<file path="config.mk">
export PLATFORM = sky130hd
export DESIGN_NAME = acsc_slot_channel
export DESIGN_NICKNAME = d
export VERILOG_FILES = /design/src/verilog/acsc_slot_channel.v
export VERILOG_INCLUDE_DIRS = /design/src /design/src/verilog
export SDC_FILE = /design/constraint.sdc
export NUM_CORES = 1
export LEC_CHECK = 0
export ABC_AREA = 1
export BUFFER_PORTS_ARGS = -buffer_cell sky130_fd_sc_hd__buf_2
export CORE_MARGIN = 2
export CORE_UTILIZATION = 25
export CTS_BUF_LIST = sky130_fd_sc_hd__clkbuf_16
export CTS_CLUSTER_SIZE = 28
export DETAILED_ROUTE_END_ITERATION = 16
export GPL_TIMING_DRIVEN = 0
export PLACE_DENSITY_LB_ADDON = 0.2
export SYNTH_ARGS = -nofsm -noshare
export SYNTH_HDL_FRONTEND = slang
export SYNTH_SLANG_ARGS = --single-unit
</file>
<file path="constraint.sdc">
create_clock -name ref_clk -period 10 [get_ports ref_clk]
set_clock_uncertainty 0.05 [all_clocks]
set_input_delay 0.5 -clock ref_clk [delete_from_list [all_inputs] [get_ports ref_clk]]
set_output_delay 0.5 -clock ref_clk [all_outputs]
set_load 0.02 [all_outputs]
</file>
<file path="src/verilog/acsc_consts.vh">
// register offsets, field positions and link timing constants
// assumes byte addressing on a 32-bit Avalon-MM slave
`ifndef ACSC_CONSTS_VH
`define ACSC_CONSTS_VH
`define ACSC_OFS_CTRL        8'h08
`define ACSC_OFS_RX_ASSIGN   8'h10
`define ACSC_OFS_TX_ASSIGN   8'h14
`define ACSC_OFS_A_RX_HOLD   8'h20
`define ACSC_OFS_A_TX_HOLD   8'h24
`define ACSC_OFS_A_STATUS    8'h28
`define ACSC_OFS_B_RX_HOLD   8'h30
`define ACSC_OFS_B_TX_HOLD   8'h34
`define ACSC_OFS_B_STATUS    8'h38
`define ACSC_OFS_CO_RX_HOLD  8'h40
`define ACSC_OFS_CO_TX_HOLD  8'h44
`define ACSC_OFS_CO_STATUS   8'h48
`define ACSC_CTRL_ENABLE     0
`define ACSC_CTRL_VRA        2
`define ACSC_ASSIGN_BITS     30
`define ACSC_SEL_NONE        3'h0
`define ACSC_SEL_A           3'h1
`define ACSC_SEL_B           3'h2
`define ACSC_ST_FREE         0
`define ACSC_ST_DRAINED      1
`define ACSC_ST_UNDERRUN     2
`define ACSC_ST_RX_FULL      4
`define ACSC_ST_OVERRUN      5
`define ACSC_ST_TX_DONE      10
`define ACSC_ST_TX_EXH       11
`define ACSC_ST_RX_DONE      14
`define ACSC_ST_RX_EXH       15
`define ACSC_CO_READ         23
`define ACSC_SLOT_BITS       20
`define ACSC_TAG_LAST        5'h0F
`define ACSC_DATA_LAST       5'h13
`define ACSC_LAST_SLOT       4'hC
`define ACSC_FIRST_DATA      4'h3
`endif

</file>
<file path="src/verilog/acsc_slot_channel.v">
// slot routing, holding registers and channel flags of an ac-link
// controller; codec bit clock and serial input come from another
// domain, registers sit on an avalon-mm slave clocked by ref_clk
`timescale 1ns/1ps
`include "acsc_consts.vh"

// How it works
// - input slot selector: drop, channel A, B
// - output slot selector: none, channel A, B
// - codec slot 2 status into rx hold
// - slot 1 carries read/write direction flag
// - slot 1 carries codec register index
// - slot 2 carries 16-bit command word
// - channel sample in low 20 bits
// - channel transmit from low 20 bits
// - free flag low while holding occupied
// - drained only after shift completes
// - underrun in variable rate, read clears
// - rx full set on load, rx hold read clears
// - overrun on unread reload, read clears
// - fixed rate unless codec paces slots
// - every data slot 20 bits wide
// - channel A receive count flags
// - channel A transmit count flags
module acsc_slot_channel
(
	input  wire        ref_clk,
	input  wire        srst,
	input  wire        ce,
	input  wire [7:0]  avs_address,
	input  wire        avs_read,
	input  wire        avs_write,
	input  wire [31:0] avs_writedata,
	input  wire [3:0]  avs_byteenable,
	output reg  [31:0] avs_readdata,
	output wire        avs_waitrequest,
	input  wire        bit_clk,
	input  wire        codec_status_word_in,
	output reg         sync,
	output reg         codec_status_word_out,
	input  wire        a_rx_count_zero,
	input  wire        a_rx_next_zero,
	input  wire        a_tx_count_zero,
	input  wire        a_tx_next_zero
);
	reg         ack;
	reg  [31:0] ctrl;
	reg  [29:0] rx_assign;
	reg  [29:0] tx_assign;
	reg  [19:0] tx_hold_a;
	reg  [19:0] tx_hold_b;
	reg  [19:0] rx_hold_a;
	reg  [19:0] rx_hold_b;
	reg  [23:0] cmd_hold;
	reg  [23:0] cmd_shift;
	reg         cmd_out_valid;
	reg  [15:0] codec_status_word;
	reg  [2:0]  clk_sync;
	reg  [1:0]  din_sync;
	reg  [3:0]  slot_idx;
	reg  [4:0]  slot_bit;
	reg  [3:0]  drv_slot;
	reg  [4:0]  drv_bit;
	reg  [18:0] out_shift;
	reg  [18:0] in_shift;
	reg  [15:0] in_tag;
	reg  [9:0]  slot_req;
	reg  [19:0] slot_word;
	wire        acc;
	wire        rise;
	wire        fall;
	wire        link_en;
	wire        variable_rate_enable;
	wire        slot_start;
	wire        slot_end;
	wire        in_end;
	wire [4:0]  out_base;
	wire [4:0]  in_base;
	wire [2:0]  out_sel;
	wire [2:0]  in_sel;
	wire [15:0] tag_out;
	wire [19:0] in_word;
	wire        out_slot_on;
	wire        in_slot_on;
	wire [2:0]  wr_tx;
	wire [2:0]  rd_rx;
	wire [2:0]  rd_st;
	wire [2:0]  tx_load;
	wire [2:0]  busy_clr;
	wire [2:0]  rx_load;
	wire [2:0]  ur_evt;
	wire [2:0]  hold_full;
	wire [2:0]  shift_busy;
	wire [2:0]  rx_full;
	wire [2:0]  overrun;
	wire [2:0]  underrun;
	wire [31:0] stat_a;
	wire [31:0] stat_b;
	wire [31:0] stat_co;

	// one wait cycle, then the answer; side effects at that edge
	assign avs_waitrequest = (avs_read | avs_write) & ~ack;
	assign acc = ack & ~avs_waitrequest;
	assign link_en = ctrl[`ACSC_CTRL_ENABLE];
	assign variable_rate_enable = ctrl[`ACSC_CTRL_VRA];

	always @(posedge ref_clk)
	begin
		if (srst)
			ack <= 1'b0;
		else if (ce)
			ack <= (avs_read | avs_write) & ~ack;
	end

	// the first stage feeds only the second
	always @(posedge ref_clk)
	begin
		if (srst)
		begin
			clk_sync <= 3'h0;
			din_sync <= 2'h0;
		end
		else if (ce)
		begin
			clk_sync <= {clk_sync[1:0], bit_clk};
			din_sync <= {din_sync[0], codec_status_word_in};
		end
	end

	assign rise = clk_sync[1] & ~clk_sync[2];
	assign fall = ~clk_sync[1] & clk_sync[2];

	// register writes
	always @(posedge ref_clk)
	begin
		if (srst)
		begin
			ctrl <= 32'h00000000;
			rx_assign <= 30'h00000000;
			tx_assign <= 30'h00000000;
			tx_hold_a <= 20'h00000;
			tx_hold_b <= 20'h00000;
			cmd_hold <= 24'h000000;
		end
		else if (ce && acc && avs_write)
		begin
			case (avs_address)
			`ACSC_OFS_CTRL:
				ctrl <= {29'h00000000, avs_writedata[2:0]};
			`ACSC_OFS_RX_ASSIGN:
				rx_assign <= avs_writedata[29:0];
			`ACSC_OFS_TX_ASSIGN:
				tx_assign <= avs_writedata[29:0];
			`ACSC_OFS_A_TX_HOLD:
				tx_hold_a <= avs_writedata[19:0];
			`ACSC_OFS_B_TX_HOLD:
				tx_hold_b <= avs_writedata[19:0];
			`ACSC_OFS_CO_TX_HOLD:
				cmd_hold <= avs_writedata[23:0];
			default:
				cmd_hold <= cmd_hold;
			endcase
		end
	end

	assign wr_tx[0] = acc & avs_write & (avs_address == `ACSC_OFS_A_TX_HOLD);
	assign wr_tx[1] = acc & avs_write & (avs_address == `ACSC_OFS_B_TX_HOLD);
	assign wr_tx[2] = acc & avs_write & (avs_address == `ACSC_OFS_CO_TX_HOLD);
	assign rd_rx[0] = acc & avs_read & (avs_address == `ACSC_OFS_A_RX_HOLD);
	assign rd_rx[1] = acc & avs_read & (avs_address == `ACSC_OFS_B_RX_HOLD);
	assign rd_rx[2] = acc & avs_read & (avs_address == `ACSC_OFS_CO_RX_HOLD);
	assign rd_st[0] = acc & avs_read & (avs_address == `ACSC_OFS_A_STATUS);
	assign rd_st[1] = acc & avs_read & (avs_address == `ACSC_OFS_B_STATUS);
	assign rd_st[2] = acc & avs_read & (avs_address == `ACSC_OFS_CO_STATUS);

	// count flags follow the transfer counters live
	assign stat_a = {16'h0000, a_rx_next_zero & a_rx_count_zero,
		a_rx_count_zero, 2'h0, a_tx_next_zero & a_tx_count_zero,
		a_tx_count_zero, 4'h0, overrun[0], rx_full[0], 1'b0,
		underrun[0], ~hold_full[0] & ~shift_busy[0], ~hold_full[0]};
	assign stat_b = {26'h0000000, overrun[1], rx_full[1], 1'b0,
		underrun[1], ~hold_full[1] & ~shift_busy[1], ~hold_full[1]};
	assign stat_co = {26'h0000000, overrun[2], rx_full[2], 1'b0,
		underrun[2], ~hold_full[2] & ~shift_busy[2], ~hold_full[2]};

	// read data registered at the edge that ends the wait cycle
	always @(posedge ref_clk)
	begin
		if (srst)
			avs_readdata <= 32'h00000000;
		else if (ce && avs_read && !ack)
		begin
			case (avs_address)
			`ACSC_OFS_CTRL:       avs_readdata <= ctrl;
			`ACSC_OFS_RX_ASSIGN:  avs_readdata <= {2'h0, rx_assign};
			`ACSC_OFS_TX_ASSIGN:  avs_readdata <= {2'h0, tx_assign};
			`ACSC_OFS_A_RX_HOLD:  avs_readdata <= {12'h000, rx_hold_a};
			`ACSC_OFS_B_RX_HOLD:  avs_readdata <= {12'h000, rx_hold_b};
			`ACSC_OFS_A_STATUS:   avs_readdata <= stat_a;
			`ACSC_OFS_B_STATUS:   avs_readdata <= stat_b;
			`ACSC_OFS_CO_RX_HOLD:
				avs_readdata <= {16'h0000, codec_status_word};
			`ACSC_OFS_CO_STATUS:  avs_readdata <= stat_co;
			default:              avs_readdata <= 32'h00000000;
			endcase
		end
	end

	// link framing: slot 0 is 16 bits, slots 1..12 are 20 bits
	assign slot_start = rise & (slot_bit == 5'h00);
	assign slot_end = (slot_idx == 4'h0) ? (slot_bit == `ACSC_TAG_LAST)
		: (slot_bit == `ACSC_DATA_LAST);
	assign out_base = {1'b0, slot_idx - `ACSC_FIRST_DATA} * 5'd3;
	assign out_sel = tx_assign[out_base +: 3];
	assign in_base = {1'b0, drv_slot - `ACSC_FIRST_DATA} * 5'd3;
	assign in_sel = rx_assign[in_base +: 3];
	// codec paces slots only in variable rate mode
	assign out_slot_on = (out_sel != `ACSC_SEL_NONE) &
		(~variable_rate_enable | slot_req[slot_idx - `ACSC_FIRST_DATA]);

	genvar s;
	generate
		for (s = 3; s <= 12; s = s + 1)
		begin : g_tag
			wire [2:0] sel_o = tx_assign[3*(s-3) +: 3];
			assign tag_out[15-s] = (sel_o != `ACSC_SEL_NONE) &
				(~variable_rate_enable | slot_req[s-3]);
		end
	endgenerate
	assign tag_out[15] = 1'b1;
	assign tag_out[14] = hold_full[2];
	assign tag_out[13] = hold_full[2];
	assign tag_out[2:0] = 3'h0;

	always @*
	begin
		slot_word = 20'h00000;
		case (slot_idx)
		4'h0: slot_word = {tag_out, 4'h0};
		4'h1:
			if (cmd_out_valid)
				slot_word = {cmd_shift[`ACSC_CO_READ], cmd_shift[22:16],
					12'h000};
		4'h2:
			if (cmd_out_valid)
				slot_word = {cmd_shift[15:0], 4'h0};
		default:
			if (out_slot_on && out_sel == `ACSC_SEL_A && hold_full[0])
				slot_word = tx_hold_a;
			else if (out_slot_on && out_sel == `ACSC_SEL_B && hold_full[1])
				slot_word = tx_hold_b;
		endcase
	end

	// data slot takes the holding word only when it really goes out
	assign tx_load[0] = slot_start & (slot_idx >= `ACSC_FIRST_DATA) &
		out_slot_on & (out_sel == `ACSC_SEL_A) & hold_full[0];
	assign tx_load[1] = slot_start & (slot_idx >= `ACSC_FIRST_DATA) &
		out_slot_on & (out_sel == `ACSC_SEL_B) & hold_full[1];
	assign tx_load[2] = slot_start & (slot_idx == 4'h0) & hold_full[2];
	assign busy_clr[0] = slot_start;
	assign busy_clr[1] = slot_start;
	assign busy_clr[2] = slot_start & (slot_idx == `ACSC_FIRST_DATA);
	assign ur_evt[0] = slot_start & variable_rate_enable & (slot_idx >= `ACSC_FIRST_DATA)
		& out_slot_on & (out_sel == `ACSC_SEL_A) & ~hold_full[0];
	assign ur_evt[1] = slot_start & variable_rate_enable & (slot_idx >= `ACSC_FIRST_DATA)
		& out_slot_on & (out_sel == `ACSC_SEL_B) & ~hold_full[1];
	assign ur_evt[2] = 1'b0;

	// transmit side, driven after each bit clock rise
	always @(posedge ref_clk)
	begin
		if (srst || (ce && !link_en))
		begin
			slot_idx <= 4'h0;
			slot_bit <= 5'h00;
			drv_slot <= 4'h0;
			drv_bit <= 5'h00;
			out_shift <= 19'h00000;
			sync <= 1'b0;
			codec_status_word_out <= 1'b0;
			cmd_shift <= 24'h000000;
			cmd_out_valid <= 1'b0;
		end
		else if (ce && rise)
		begin
			drv_slot <= slot_idx;
			drv_bit <= slot_bit;
			sync <= (slot_idx == 4'h0);
			if (slot_bit == 5'h00)
			begin
				codec_status_word_out <= slot_word[19];
				out_shift <= slot_word[18:0];
			end
			else
			begin
				codec_status_word_out <= out_shift[18];
				out_shift <= {out_shift[17:0], 1'b0};
			end
			if (tx_load[2])
				cmd_shift <= cmd_hold;
			if (slot_start && slot_idx == 4'h0)
				cmd_out_valid <= hold_full[2];
			if (slot_end)
			begin
				slot_bit <= 5'h00;
				slot_idx <= (slot_idx == `ACSC_LAST_SLOT) ? 4'h0
					: slot_idx + 4'h1;
			end
			else
				slot_bit <= slot_bit + 5'h01;
		end
	end

	// receive side, sampled at each bit clock fall
	assign in_word = {in_shift, din_sync[1]};
	assign in_end = fall & ((drv_slot == 4'h0) ?
		(drv_bit == `ACSC_TAG_LAST) : (drv_bit == `ACSC_DATA_LAST));
	assign in_slot_on = in_tag[15 - drv_slot];
	assign rx_load[0] = in_end & (drv_slot >= `ACSC_FIRST_DATA) &
		in_slot_on & (in_sel == `ACSC_SEL_A);
	assign rx_load[1] = in_end & (drv_slot >= `ACSC_FIRST_DATA) &
		in_slot_on & (in_sel == `ACSC_SEL_B);
	assign rx_load[2] = in_end & (drv_slot == 4'h2) & in_tag[13];

	always @(posedge ref_clk)
	begin
		if (srst)
		begin
			in_shift <= 19'h00000;
			in_tag <= 16'h0000;
			slot_req <= 10'h000;
			rx_hold_a <= 20'h00000;
			rx_hold_b <= 20'h00000;
			codec_status_word <= 16'h0000;
		end
		else if (ce && fall && link_en)
		begin
			in_shift <= in_word[18:0];
			if (in_end && drv_slot == 4'h0)
				in_tag <= in_word[15:0];
			// request bits are active low in input slot 1
			if (in_end && drv_slot == 4'h1 && in_tag[14])
				slot_req <= ~in_word[11:2];
			if (rx_load[0])
				rx_hold_a <= in_word;
			if (rx_load[1])
				rx_hold_b <= in_word;
			if (rx_load[2])
				codec_status_word <= in_word[19:4];
		end
	end

	// per-channel flags: 0 is A, 1 is B, 2 the codec channel;
	// every hardware set wins over a clear in the same cycle
	genvar c;
	generate
		for (c = 0; c < 3; c = c + 1)
		begin : g_chan
			reg full_r;
			reg busy_r;
			reg rxf_r;
			reg ovr_r;
			reg udr_r;
			wire ld_rx = rx_load[c] & ce & fall & link_en;
			wire ld_tx = tx_load[c] & ce & rise & link_en;
			always @(posedge ref_clk)
			begin
				if (srst)
				begin
					full_r <= 1'b0;
					busy_r <= 1'b0;
					rxf_r <= 1'b0;
					ovr_r <= 1'b0;
					udr_r <= 1'b0;
				end
				else if (ce)
				begin
					if (wr_tx[c])
						full_r <= 1'b1;
					else if (ld_tx)
						full_r <= 1'b0;
					if (ld_tx)
						busy_r <= 1'b1;
					else if (busy_clr[c] & rise & link_en)
						busy_r <= 1'b0;
					else if (!link_en)
						busy_r <= 1'b0;
					if (ld_rx)
						rxf_r <= 1'b1;
					else if (rd_rx[c])
						rxf_r <= 1'b0;
					if (ld_rx & rxf_r & ~rd_rx[c])
						ovr_r <= 1'b1;
					else if (rd_st[c])
						ovr_r <= 1'b0;
					if (ur_evt[c] & rise & link_en)
						udr_r <= 1'b1;
					else if (rd_st[c])
						udr_r <= 1'b0;
				end
			end
			assign hold_full[c] = full_r;
			assign shift_busy[c] = busy_r;
			assign rx_full[c] = rxf_r;
			assign overrun[c] = ovr_r;
			assign underrun[c] = udr_r;
		end
	endgenerate

endmodule // acsc_slot_channel

</file>
==> results of run 1 <==
synthesized netlist by cell type (4+ instances only):
cell	count	area share, %
nand2_1	374	8.7
dfxtp_1	342	42
o21ai_0	313	9.7
a21oi_1	290	9.0
inv_1	229	5.3
nor2_1	221	5.1
clkbuf_1	109	2.5
nand3_1	103	3.2
nor3_1	42	1.3
o22ai_1	38	1.5
a211oi_1	32	1.5
nand4_1	25	0.97
buf_2	22	0.68
a21oi_2	15	0.82
ha_1	15	1.2
buf_6	10	0.70
a221oi_1	9	0.49
o221ai_1	8	0.43
o31ai_1	8	0.37
xor2_1	8	0.43
o2111ai_1	6	0.33
o211ai_1	6	0.28
inv_2	5	0.12
nand2_2	5	0.19
nor2_2	5	0.19
buf_4	4	0.19
cell type report:
type                       instances  area share (%)
clock buffer                      41           5.435
tap                              855           5.667
multi-input combinational       1559           40.79
timing repair buffer              80           2.121
buffer                           148           3.572
inverter                         238           4.772
sequential                       342           36.27
clock inverter                    30           1.372
logic make-up after synthesis:
logic type               count (synthesis)  synth area share (%)
AND/OR/NAND/NOR                        787                 20.45
AO/OA/AOI/OAI                          743                 25.39
buffers and inverters                  386                 9.773
flip-flops                             342                 42.47
adder cells (fa/ha/maj)                 16                 1.289
XOR/XNOR                                11                0.5977
other                                    1               0.02326
critical path, delay by kind of cell, from the launching register on:
kind | cells | cell delay [ns]
buffers and inverters | 5 | 1.48
adder cells (fa/ha/maj) | 2 | 0.91
AO/OA/AOI/OAI | 4 | 0.73
AND/OR/NAND/NOR | 3 | 0.57
XOR/XNOR | 1 | 0.54
flip-flops | 1 | 0.32
stage by stage:
step                worst slack [ns]  instances  hold WS, ns  total power (W)
floorplan                      6.653       2287       0.3740         0.001476
detailed placement             5.373       3222       0.3874         0.001551
global route                   5.024       3293       0.1217         0.003083
finish                         5.327       3293       0.1079         0.002984
global placement               5.356       3222       0.3880         0.001551
CTS                            5.373       3293      0.09375         0.003013
cell usage in the layout (no fill, tap or decap), types with 8 or more instances in the layout:
cell type  instances
dfxtp_1          342
o31ai_1            8
o21ai_0          313
nand2_1          374
o22ai_1           38
nand3_1          103
nand4_1           25
clkinv_1          10
clkbuf_16         41
a211oi_1          32
a221oi_1           9
ha_1              15
inv_1            238
a21oi_2           15
xor2_1             8
buf_6             10
clkbuf_1         109
nor3_1            42
a21oi_1          290
o221ai_1           8
nor2_1           221
buf_2            102
how the worst max path moves through the flow:
stage               slack (ns)  cells past startpoint         from            end
finish                    5.33                     15  drv_slot[0]   rx_hold_a[6]
global route              5.02                     16  drv_slot[0]  rx_hold_b[13]
CTS                       5.37                     16  drv_slot[0]  rx_hold_b[18]
detailed placement        5.37                     16  drv_slot[0]  rx_hold_b[18]
global placement          5.36                     16  drv_slot[0]  rx_hold_b[13]
floorplan                 6.65                     19  drv_slot[0]  rx_hold_b[10]
layer usage:
| layer | wire [µm] | vias to the layer above |
|---|---|---|
| li1 | - | 7915 |
| met1 | 30860 | 7784 |
| met2 | 31330 | 537 |
| met3 | 3812 | 141 |
| met4 | 3414 | 0 |
| met5 | 0 | - |
where the power goes:
| group | switching (W) | internal [W] | leakage, nW |
|---|---|---|---|
| Sequential | 0.00000253 | 0.00137 | 2.75 |
| Combinational | 0.000119 | 0.0000359 | 3.61 |
| Clock | 0.000633 | 0.000828 | 0.664 |
| Total | 0.000755 | 0.00223 | 7.03 |
state kept, by name, summed over array words and instances (netlist names), 4 cells and up:
| signal | count |
|---|---|
| avs_readdata | 30 |
| tx_hold_a | 20 |
| rx_hold_b | 20 |
| drv_bit | 5 |
| in_shift | 19 |
| tx_assign | 30 |
| cmd_hold | 24 |
| out_shift | 19 |
| in_tag | 16 |
| codec_status_word | 16 |
| drv_slot | 4 |
| tx_hold_b | 20 |
| cmd_shift | 24 |
| rx_assign | 30 |
| slot_req | 10 |
| slot_idx | 4 |
| rx_hold_a | 20 |
| slot_bit | 5 |
==> key figures, run 1 <==
Worst setup path
  – Crit Path Max Fanout: 12
  – CP Class: flop to flop
  – Setup crit end kind: flop
  – WP data required: between 10 and 15 ns
  – Worst Reg-to-Reg Cells: 15
  – Crit Reg-Reg Startpoint: drv_slot[0]
  – Slowest cell on crit path: clkbuf_1
  – CP most frequent cell: nand2_1
  – Reg2reg setup slack: between 5 and 6 ns
  – Critical Path Start Type: flop
  – CP max stage delay: 0.56 ns
  – CP arrival: 5.14 ns
  – Critical path cell sequence: buf_2, inv_2, clkbuf_1, ha_1, fa_1, xnor2_1, inv_1, nand2_1, a31oi_1, o31ai_1, nand2_1, nor2_2, clkbuf_2, o21ai_0, a21oi_1
  – Reg2reg end: rx_hold_a[6]

Logic synthesis
  – Netlist cell types: 54
  – Synth warn: 0
  – Asr flop ratio synth: 0%
  – Yosys reg bits: between 300 and 400
  – Sequential cell area fraction in the yosys report: 42.47%
  – Avg Cell Area, Syn: between 7 and 8 µm²
  – Synth Instances: ~2.3k
  – Ys flop type: dfxtp_1
  – Number of flops mapped to enable cells by yosys: 0
  – Netlist Area Pre-Place: around 16000 µm²

Cells and area
  – Area Growth Syn to Fin: 17.12%
  – Share of layout cells above drive strength 1: 8.737%
  – Finished Cell Area: about 19000 µm²
  – Fin util: approximately 30%
  – Nets: roughly 2.5k
  – Diode count: 0
  – Fill cell count: ~7k
  – Reg area: approximately 6800 µm²
  – Multi-input gate area: slightly below 8000 µm²

Timing
  – Slew margin rel.: between 10% and 20%
  – Setup violators final: 0
  – Max Clock Freq: ~210 MHz
  – Final Max Tran Viols: 0
  – RSZ-0062 raised after global routing: false
  – Min Tclk post-route: about 4.7 ns
  – Final hold violations: 0
  – Worst Tran Pin Value: ~1.2 ns
  – Setup_tns: 0 ns
  – Part of the cycle the worst path needs: 46.73%

Clock network
  – CTS Buf Count: 41
  – Worst-path clk slew: 0.06 ns
  – Clk_lat worst skew: around 0.60 ns
  – Clk root buf: clkbuf_16
  – H-tree levels: 2
  – Clock sinks: between 300 and 400
  – Setup Buffers After CTS: 0
  – CTS tree: built
  – Number of hold buffers added after CTS: 0
  – Post-CTS sizing: 0
  – Clock buffer depth: 3

GRT
  – Grt met1 use: a little over a quarter
  – Total congestion overflow: 0
  – Met3 usage: between 2 and 3%
  – Global Route Usage Sum: 20.46%
  – GRT busiest layer: met2
  – Largest net degree at the start of global routing: 13
  – First-pass GRT wire length: between 100000 and 150000 µm
  – Vias in the first global route: 15.85k
  – Initial antenna violation count: 2
  – Met2 Resource Use GR: 33.30%

Placement
  – # port buffers: 80
  – Dpl cell area: between 15000 and 20000 µm²
  – DP Wirelength: between 50000 and 60000 µm
  – GPL Wtd Cong: a little over 0.9

Floorplan
  – Die ar.: approximately 67000 µm²
  – Core area: roughly 64000 µm²
  – # rows: 93
  – Die height: between 200 and 300 µm
  – Starting Density: between 20% and 30%
  – Die width: ~260 µm
  – Top-Level Pins: 90

Pwr
  – Worst-case vdd ir drop: roughly 0.14 mV
  – Leak Pwr: around 7 nW
  – Pwr per Cell Area: 158.1 nW/µm²

Drt
  – Total number of vias: approximately 16k
  – First DRT Iteration DRCs: between 1.5k and 2k
  – DRT Wirelength: about 69000 µm
  – First-pass DRT Iterations: 6
  – Antenna viol nets, final: 0
  – DRC: 0
  – Drt wl/cell: ~21 µm
  – Vias/cell: between 4 and 5

Hold path
  – Hold path cells: 3
  – Hold EP: din_sync[0]
  – Min-delay src: codec_status_word_in
  – Hold WC Path Type: input port to flop

Job
  – Max-cap viol count: 0

Status
  – Status: finished clean
(Power assumes the default switching activity.)
==> inputs of run 2 (changes only) <==
Clock period 10 ns to 4.8 ns, I/O delays scaled along.
==> key figures, run 2 (synthesis gave the netlist of run 1 again) <==
Timing
  – Worst Tran Pin Value: 1.204 ns (was 1.213 ns)
  – Part of the cycle the worst path needs: 88.47% (was 46.73%)
  – Setup violators final: 0 (unchanged)
  – Setup ws final: 0.5535 ns (was 5.327 ns)
  – Max Clock Freq: 235.5 MHz (was 214.0 MHz)
  – RSZ-0062 raised after global routing: false (unchanged)
  – Final hold violations: 0 (unchanged)
  – Setup_tns: 0 ns (unchanged)
  – Final Max Tran Viols: 0 (unchanged)
  – Slew margin rel.: 19.73% (was 19.16%)
  – Min Tclk post-route: 4.246 ns (was 4.673 ns)

Worst setup path
  – CP arrival: 4.72 ns (was 5.14 ns)
  – Worst Reg-to-Reg Cells: 14 (was 15)
  – Setup crit end kind: flop (unchanged)
  – Crit Path Max Fanout: 17 (was 12)
  – WP data required: 5.27 ns (was 10.47 ns)
  – Critical Path Start Type: flop (unchanged)
  – CP Class: flop to flop (unchanged)

Pwr
  – Worst-case vdd ir drop: 0.2884 mV (was 0.1371 mV)
  – Internal Power: 0.004657 W (was 0.002229 W)
  – Pwr per Cell Area: 326.4 nW/µm² (was 158.1 nW/µm²)
  – Seq pwr share: 45.7% (was 45.8%)
  – Net switching power figure: 0.001581 W (was 0.0007547 W)
  – Leak Pwr: 7.124 nW (was 7.025 nW)
  – Sw Share: 25.35% (was 25.29%)
  – Comb pwr share: 5.4% (was 5.2%)
  – Share of total power in the clock network: 48.9% (was 49.0%)

Placement
  – # port buffers: 80 (unchanged)
  – Placed insts: 3222 (unchanged)
  – DP Wirelength: 54100 µm (unchanged)
  – Dpl ws: 0.1732 ns (was 5.373 ns)
  – GPL Wtd Cong: 0.9348 (unchanged)

Cells and area
  – Fill cell count: 7002 (was 7027)
  – Multi-input gate area: 7701 µm² (unchanged)
  – Most frequent cells in the layout: nand2_1 (374), dfxtp_1 (342), o21ai_0 (313) (unchanged)
  – Commonest non-fill, non-tap cell in the layout: nand2_1 (unchanged)
  – Fin util: 29.81% (was 29.44%)
  – Fin cells: 3316 (was 3293)
  – Area Growth Syn to Fin: 18.58% (was 17.12%)
  – Nets: 2504 (was 2481)
  – Share of layout cells above drive strength 1: 8.655% (was 8.737%)
  – Diode count: 0 (unchanged)
  – Largest regs: avs_readdata x30, rx_assign x30, tx_assign x30 (unchanged)
  – Reg area: 6847 µm² (unchanged)

Drt
  – Total number of vias: 16.42k (was 16.38k)
  – First DRT Iteration DRCs: 1548 (was 1506)
  – Antenna viol nets, final: 0 (unchanged)
  – Drt wl/cell: 21.00 µm (was 21.08 µm)
  – DRT Wirelength: 69640 µm (was 69420 µm)
  – DRC: 0 (unchanged)
  – First-pass DRT Iterations: 6 (unchanged)
  – Vias/cell: 4.953 (was 4.973)

Clock network
  – Clk_lat worst skew: 0.60 ns (about the same)
  – CTS Buf Count: 41 (unchanged)
  – Clock sinks: 342 (unchanged)
  – H-tree levels: 2 (unchanged)
  – Clk root buf: clkbuf_16 (unchanged)
  – Clock buffer depth: 3 (unchanged)
  – CTS tree: built (unchanged)
  – Worst-path clk slew: 0.06 ns (about the same)

Status
  – Status: finished clean (unchanged)

GRT
  – Total congestion overflow: 0 (unchanged)
  – Largest net degree at the start of global routing: 13 (unchanged)
  – Initial antenna violation count: 2 (unchanged)
  – Vias in the first global route: 15.91k (was 15.85k)
  – Global Route Usage Sum: 20.49% (was 20.46%)
  – First-pass GRT wire length: 102300 µm (was 102100 µm)

Floorplan
  – Core area: 64120 µm² (unchanged)
  – Die ar.: 66520 µm² (unchanged)
  – # rows: 93 (unchanged)
  – Starting Density: 25.14% (unchanged)
  – Die width: 257.9 µm (unchanged)
  – Die height: 257.9 µm (unchanged)
  – Top-Level Pins: 90 (unchanged)

Hold path
  – Hold WC Path Type: input port to flop (unchanged)
  – Hold path cells: 3 (unchanged)

Job
  – Max-cap viol count: 0 (unchanged)
[run 2: cell count changes in the layout (fill, tap and decap cells not counted), sizes merged]
cell,change
dlygate4sd3,+24
clkbuf,-1
[run 2: per-layer routing]
layer | GRT usage [%] | vias up | part of all wire (%)
met5 | 0 | - | 0
met4 | 9.297 | 0 | 4.7
met3 | 2.817 | 138 | 5.2
met2 | 33.39 | 550 | 45
met1 | 26.89 | 7775 | 45
li1 | - | 7961 | -
[run 2: power groups by stage]
stage	combinational [W]	sequential (W)	clock, W
2_1_floorplan	0.000164	0.00291	0
3_3_place_gp	0.000319	0.00291	0
3_5_place_dp	0.000318	0.00291	0
4_1_cts	0.000335	0.00285	0.00311
5_1_grt	0.000365	0.00285	0.00323
6_report	0.000338	0.00285	0.00305
[run 2: repair_timing]
| action | CTS | global route |
|---|---|---|
| endpoints found under the setup margin | 0 | 37 |
| gates resized for setup | 0 | 0 |
| hold buffers | 24 | 0 |
| endpoints found under the hold margin | 41 | 0 |
| setup buffers | 0 | 0 |
[run 2: critical path, stage by stage, from the launching register on]
cell and delay [ns]:
dfxtp_1 0.35, buf_2 0.22, inv_2 0.19, ha_1 0.49, fa_1 0.43, xnor2_1 0.54
inv_1 0.28, nand2_1 0.13, a31oi_1 0.05, o31ai_1 0.37, nand2_1 0.12, nor2_2 0.33
clkbuf_2 0.32, o21ai_0 0.12, a21oi_1 0.18
[run 2: final cells by class]
type | count | share of cell area (%)
Clock inverter | 30 | 1.355
Tap cell | 855 | 5.597
Multi-Input combinational cell | 1559 | 40.29
Clock buffer | 41 | 5.368
Sequential cell | 342 | 35.82
Inverter | 238 | 4.713
Buffer | 147 | 3.509
Timing Repair Buffer | 104 | 3.351
[run 2: worst paths after layout]
check                                        from       endpoint  slack (ns)
worst max-delay path                  drv_slot[0]   rx_hold_a[6]        0.55
worst max register to register        drv_slot[0]   rx_hold_a[6]        0.55
worst min-delay path            avs_writedata[21]   cmd_hold[21]        0.03
worst min register to register      tx_hold_b[19]  tx_hold_b[19]        0.40
[run 2: metrics by stage]
step	cell area (µm²)	hold WS [ns]	power, W
finish	19110	0.02954	0.006238
global placement	17590	0.3880	0.003231
detailed placement	17590	0.3874	0.003230
global route	19110	0.01882	0.006439
CTS	19120	0.001917	0.006292
floorplan	16120	0.3249	0.003075
==> inputs of run 3 (changes only) <==
Settings changed: CTS_BUF_LIST sky130_fd_sc_hd__clkbuf_16 to sky130_fd_sc_hd__clkbuf_8, RECOVER_POWER set to 25.
==> key figures, run 3 (synthesis gave the netlist of run 1 again) <==
Worst setup path
  – CP arrival: 5.01 ns (was 4.72 ns)
  – Crit Path Max Fanout: 12 (was 17)
  – Slowest cell on crit path: xnor2_1 (unchanged)
  – CP max stage delay: 0.53 ns (was 0.54 ns)
  – Critical Path Start Type: flop (unchanged)
  – Setup crit end kind: flop (unchanged)
  – Reg2reg setup slack: 0.32 ns (was 0.55 ns)
  – WP data required: 5.33 ns (was 5.27 ns)
  – Family with the most delay on the worst path: buffers and inverters (unchanged)
  – CP Class: flop to flop (unchanged)
  – Critical path cell sequence: buf_2, inv_2, clkbuf_2, ha_1, fa_1, xnor2_1, inv_1, nand2_1, a31oi_1, o31ai_1, nand2_1, nor2_2, clkbuf_2, o21ai_0, a21oi_1 (was buf_2, inv_2, ha_1, fa_1, xnor2_1, inv_1, nand2_1, a31oi_1, o31ai_1, nand2_1, nor2_2, clkbuf_2, o21ai_0, a21oi_1)
  – Worst path bufs/invs: 5 (was 4)

Pwr
  – Leak Pwr: 7.127 nW (was 7.124 nW)
  – Pwr per Cell Area: 318.6 nW/µm² (was 326.4 nW/µm²)
  – Worst-case vdd ir drop: 0.1432 mV (was 0.2884 mV)

Drt
  – DRC: 0 (unchanged)
  – Total number of vias: 16.68k (was 16.42k)
  – Drt wl/cell: 20.88 µm (was 21.00 µm)
  – DRT Wirelength: 70470 µm (was 69640 µm)
  – First DRT Iteration DRCs: 1571 (was 1548)
  – Antenna viol nets, final: 0 (unchanged)
  – First-pass DRT Iterations: 8 (was 6)
  – Vias/cell: 4.943 (was 4.953)

Hold path
  – Hold WC Path Type: input port to flop (unchanged)

Timing
  – Hold slack: 0.03877 ns (was 0.02954 ns)
  – RSZ-0062 raised after global routing: false (unchanged)
  – Setup ws final: 0.3200 ns (was 0.5535 ns)
  – Slew margin rel.: 23.21% (was 19.73%)
  – Setup violators final: 0 (unchanged)
  – Setup_tns: 0 ns (unchanged)
  – Final Max Tran Viols: 0 (unchanged)
  – Min Tclk post-route: 4.480 ns (was 4.246 ns)
  – Worst Tran Pin Value: 1.152 ns (was 1.204 ns)
  – Part of the cycle the worst path needs: 93.33% (was 88.47%)
  – Max Clock Freq: 223.2 MHz (was 235.5 MHz)
  – Final hold violations: 0 (unchanged)

Cells and area
  – Fill cell count: 7031 (was 7002)
  – Most frequent cells in the layout: nand2_1 (374), dfxtp_1 (342), o21ai_0 (313) (unchanged)
  – Largest regs: avs_readdata x30, rx_assign x30, tx_assign x30 (unchanged)
  – Area Growth Syn to Fin: 19.30% (was 18.58%)
  – Finished Cell Area: 19230 µm² (was 19110 µm²)
  – Diode count: 0 (unchanged)
  – Share of layout cells above drive strength 1: 8.770% (was 8.655%)
  – Reg area: 6847 µm² (unchanged)
  – Commonest non-fill, non-tap cell in the layout: nand2_1 (unchanged)
  – Nets: 2544 (was 2504)
  – Multi-input gate area: 7704 µm² (was 7701 µm²)

Clock network
  – Clk_lat worst skew: 0.67 ns (was 0.60 ns)
  – CTS tree: built (unchanged)
  – CTS Buf Count: 66 (was 41)
  – Clk root buf: clkbuf_8 (was clkbuf_16)
  – Clock sinks: 342 (unchanged)
  – Worst-path clk slew: 0.06 ns (about the same)
  – Clock buffer depth: 3 (unchanged)
  – H-tree levels: 3 (was 2)

Floorplan
  – Die width: 257.9 µm (unchanged)
  – Top-Level Pins: 90 (unchanged)
  – Starting Density: 25.14% (unchanged)
  – Die ar.: 66520 µm² (unchanged)
  – Die height: 257.9 µm (unchanged)
  – Core area: 64120 µm² (unchanged)
  – # rows: 93 (unchanged)

Status
  – Status: finished clean (unchanged)

Placement
  – DP Wirelength: 54100 µm (unchanged)
  – # port buffers: 80 (unchanged)
  – Dpl ws: 0.1732 ns (unchanged)
  – GPL Wtd Cong: 0.9348 (unchanged)
  – Dpl cell area: 17590 µm² (unchanged)

GRT
  – Total congestion overflow: 0 (unchanged)
  – Global Route Usage Sum: 20.82% (was 20.49%)
  – Vias in the first global route: 16.23k (was 15.91k)
  – Largest net degree at the start of global routing: 13 (unchanged)
  – Initial antenna violation count: 2 (unchanged)
  – First-pass GRT wire length: 103200 µm (was 102300 µm)

Job
  – Max-cap viol count: 0 (unchanged)
[run 3: metrics by stage]
stage,power (W),instances,utilization (%)
2_1_floorplan,0.003075,2287,-
4_1_cts,0.006183,3375,30.05
6_report,0.006127,3375,29.99
3_5_place_dp,0.003230,3222,27.44
3_3_place_gp,0.003231,3222,27.44
5_1_grt,0.006349,3375,29.99
[run 3: worst paths after layout]
path | to | cells after the start | start
setup reg to reg | rx_hold_a[6] | 15 | drv_slot[0]
hold / removal | g_chan[2].ovr_r | 4 | avs_read
setup / recovery | rx_hold_a[6] | 15 | drv_slot[0]
hold reg to reg | tx_hold_b[19] | 2 | tx_hold_b[19]
[run 3: per-layer routing]
metal | GRT usage, % | wire [µm]
met1 | 26.90 | 30750
met2 | 33.57 | 31890
met3 | 3.828 | 4388
met4 | 9.794 | 3447
met5 | 0 | 0
[run 3: what timing repair did]
item | CTS | global route
setup buffers | 0 | 0
endpoints found under the hold margin | 117 | 0
hold buffers | 38 | 0
gates resized for setup | 0 | 5
setup endpoints to repair | 0 | 41
[run 3: layout make-up]
type | instances | area share, %
Buffer | 148 | 3.513
Clock buffer | 81 | 5.797
Multi-Input combinational cell | 1559 | 40.06
Inverter | 238 | 4.684
Clock inverter | 34 | 0.9434
Timing Repair Buffer | 118 | 3.839
Tap cell | 855 | 5.563
Sequential cell | 342 | 35.60
[run 3: power by group]
group / switching (W) / leakage [nW] / total (W) / internal [W]
clock network: 0.00139 / 0.750 / 0.00293 / 0.00154
logic: 0.000254 / 3.62 / 0.000349 / 0.0000951
registers: 0.00000536 / 2.75 / 0.00285 / 0.00285
[run 3: worst reg2reg max path, delay by kind of cell (launching register included)]
kind / cells / cell delay [ns]
XOR/XNOR: 1 / 0.53
flip-flops: 1 / 0.36
AO/OA/AOI/OAI: 4 / 0.78
buffers and inverters: 5 / 1.17
AND/OR/NAND/NOR: 3 / 0.57
adder cells (fa/ha/maj): 2 / 0.94
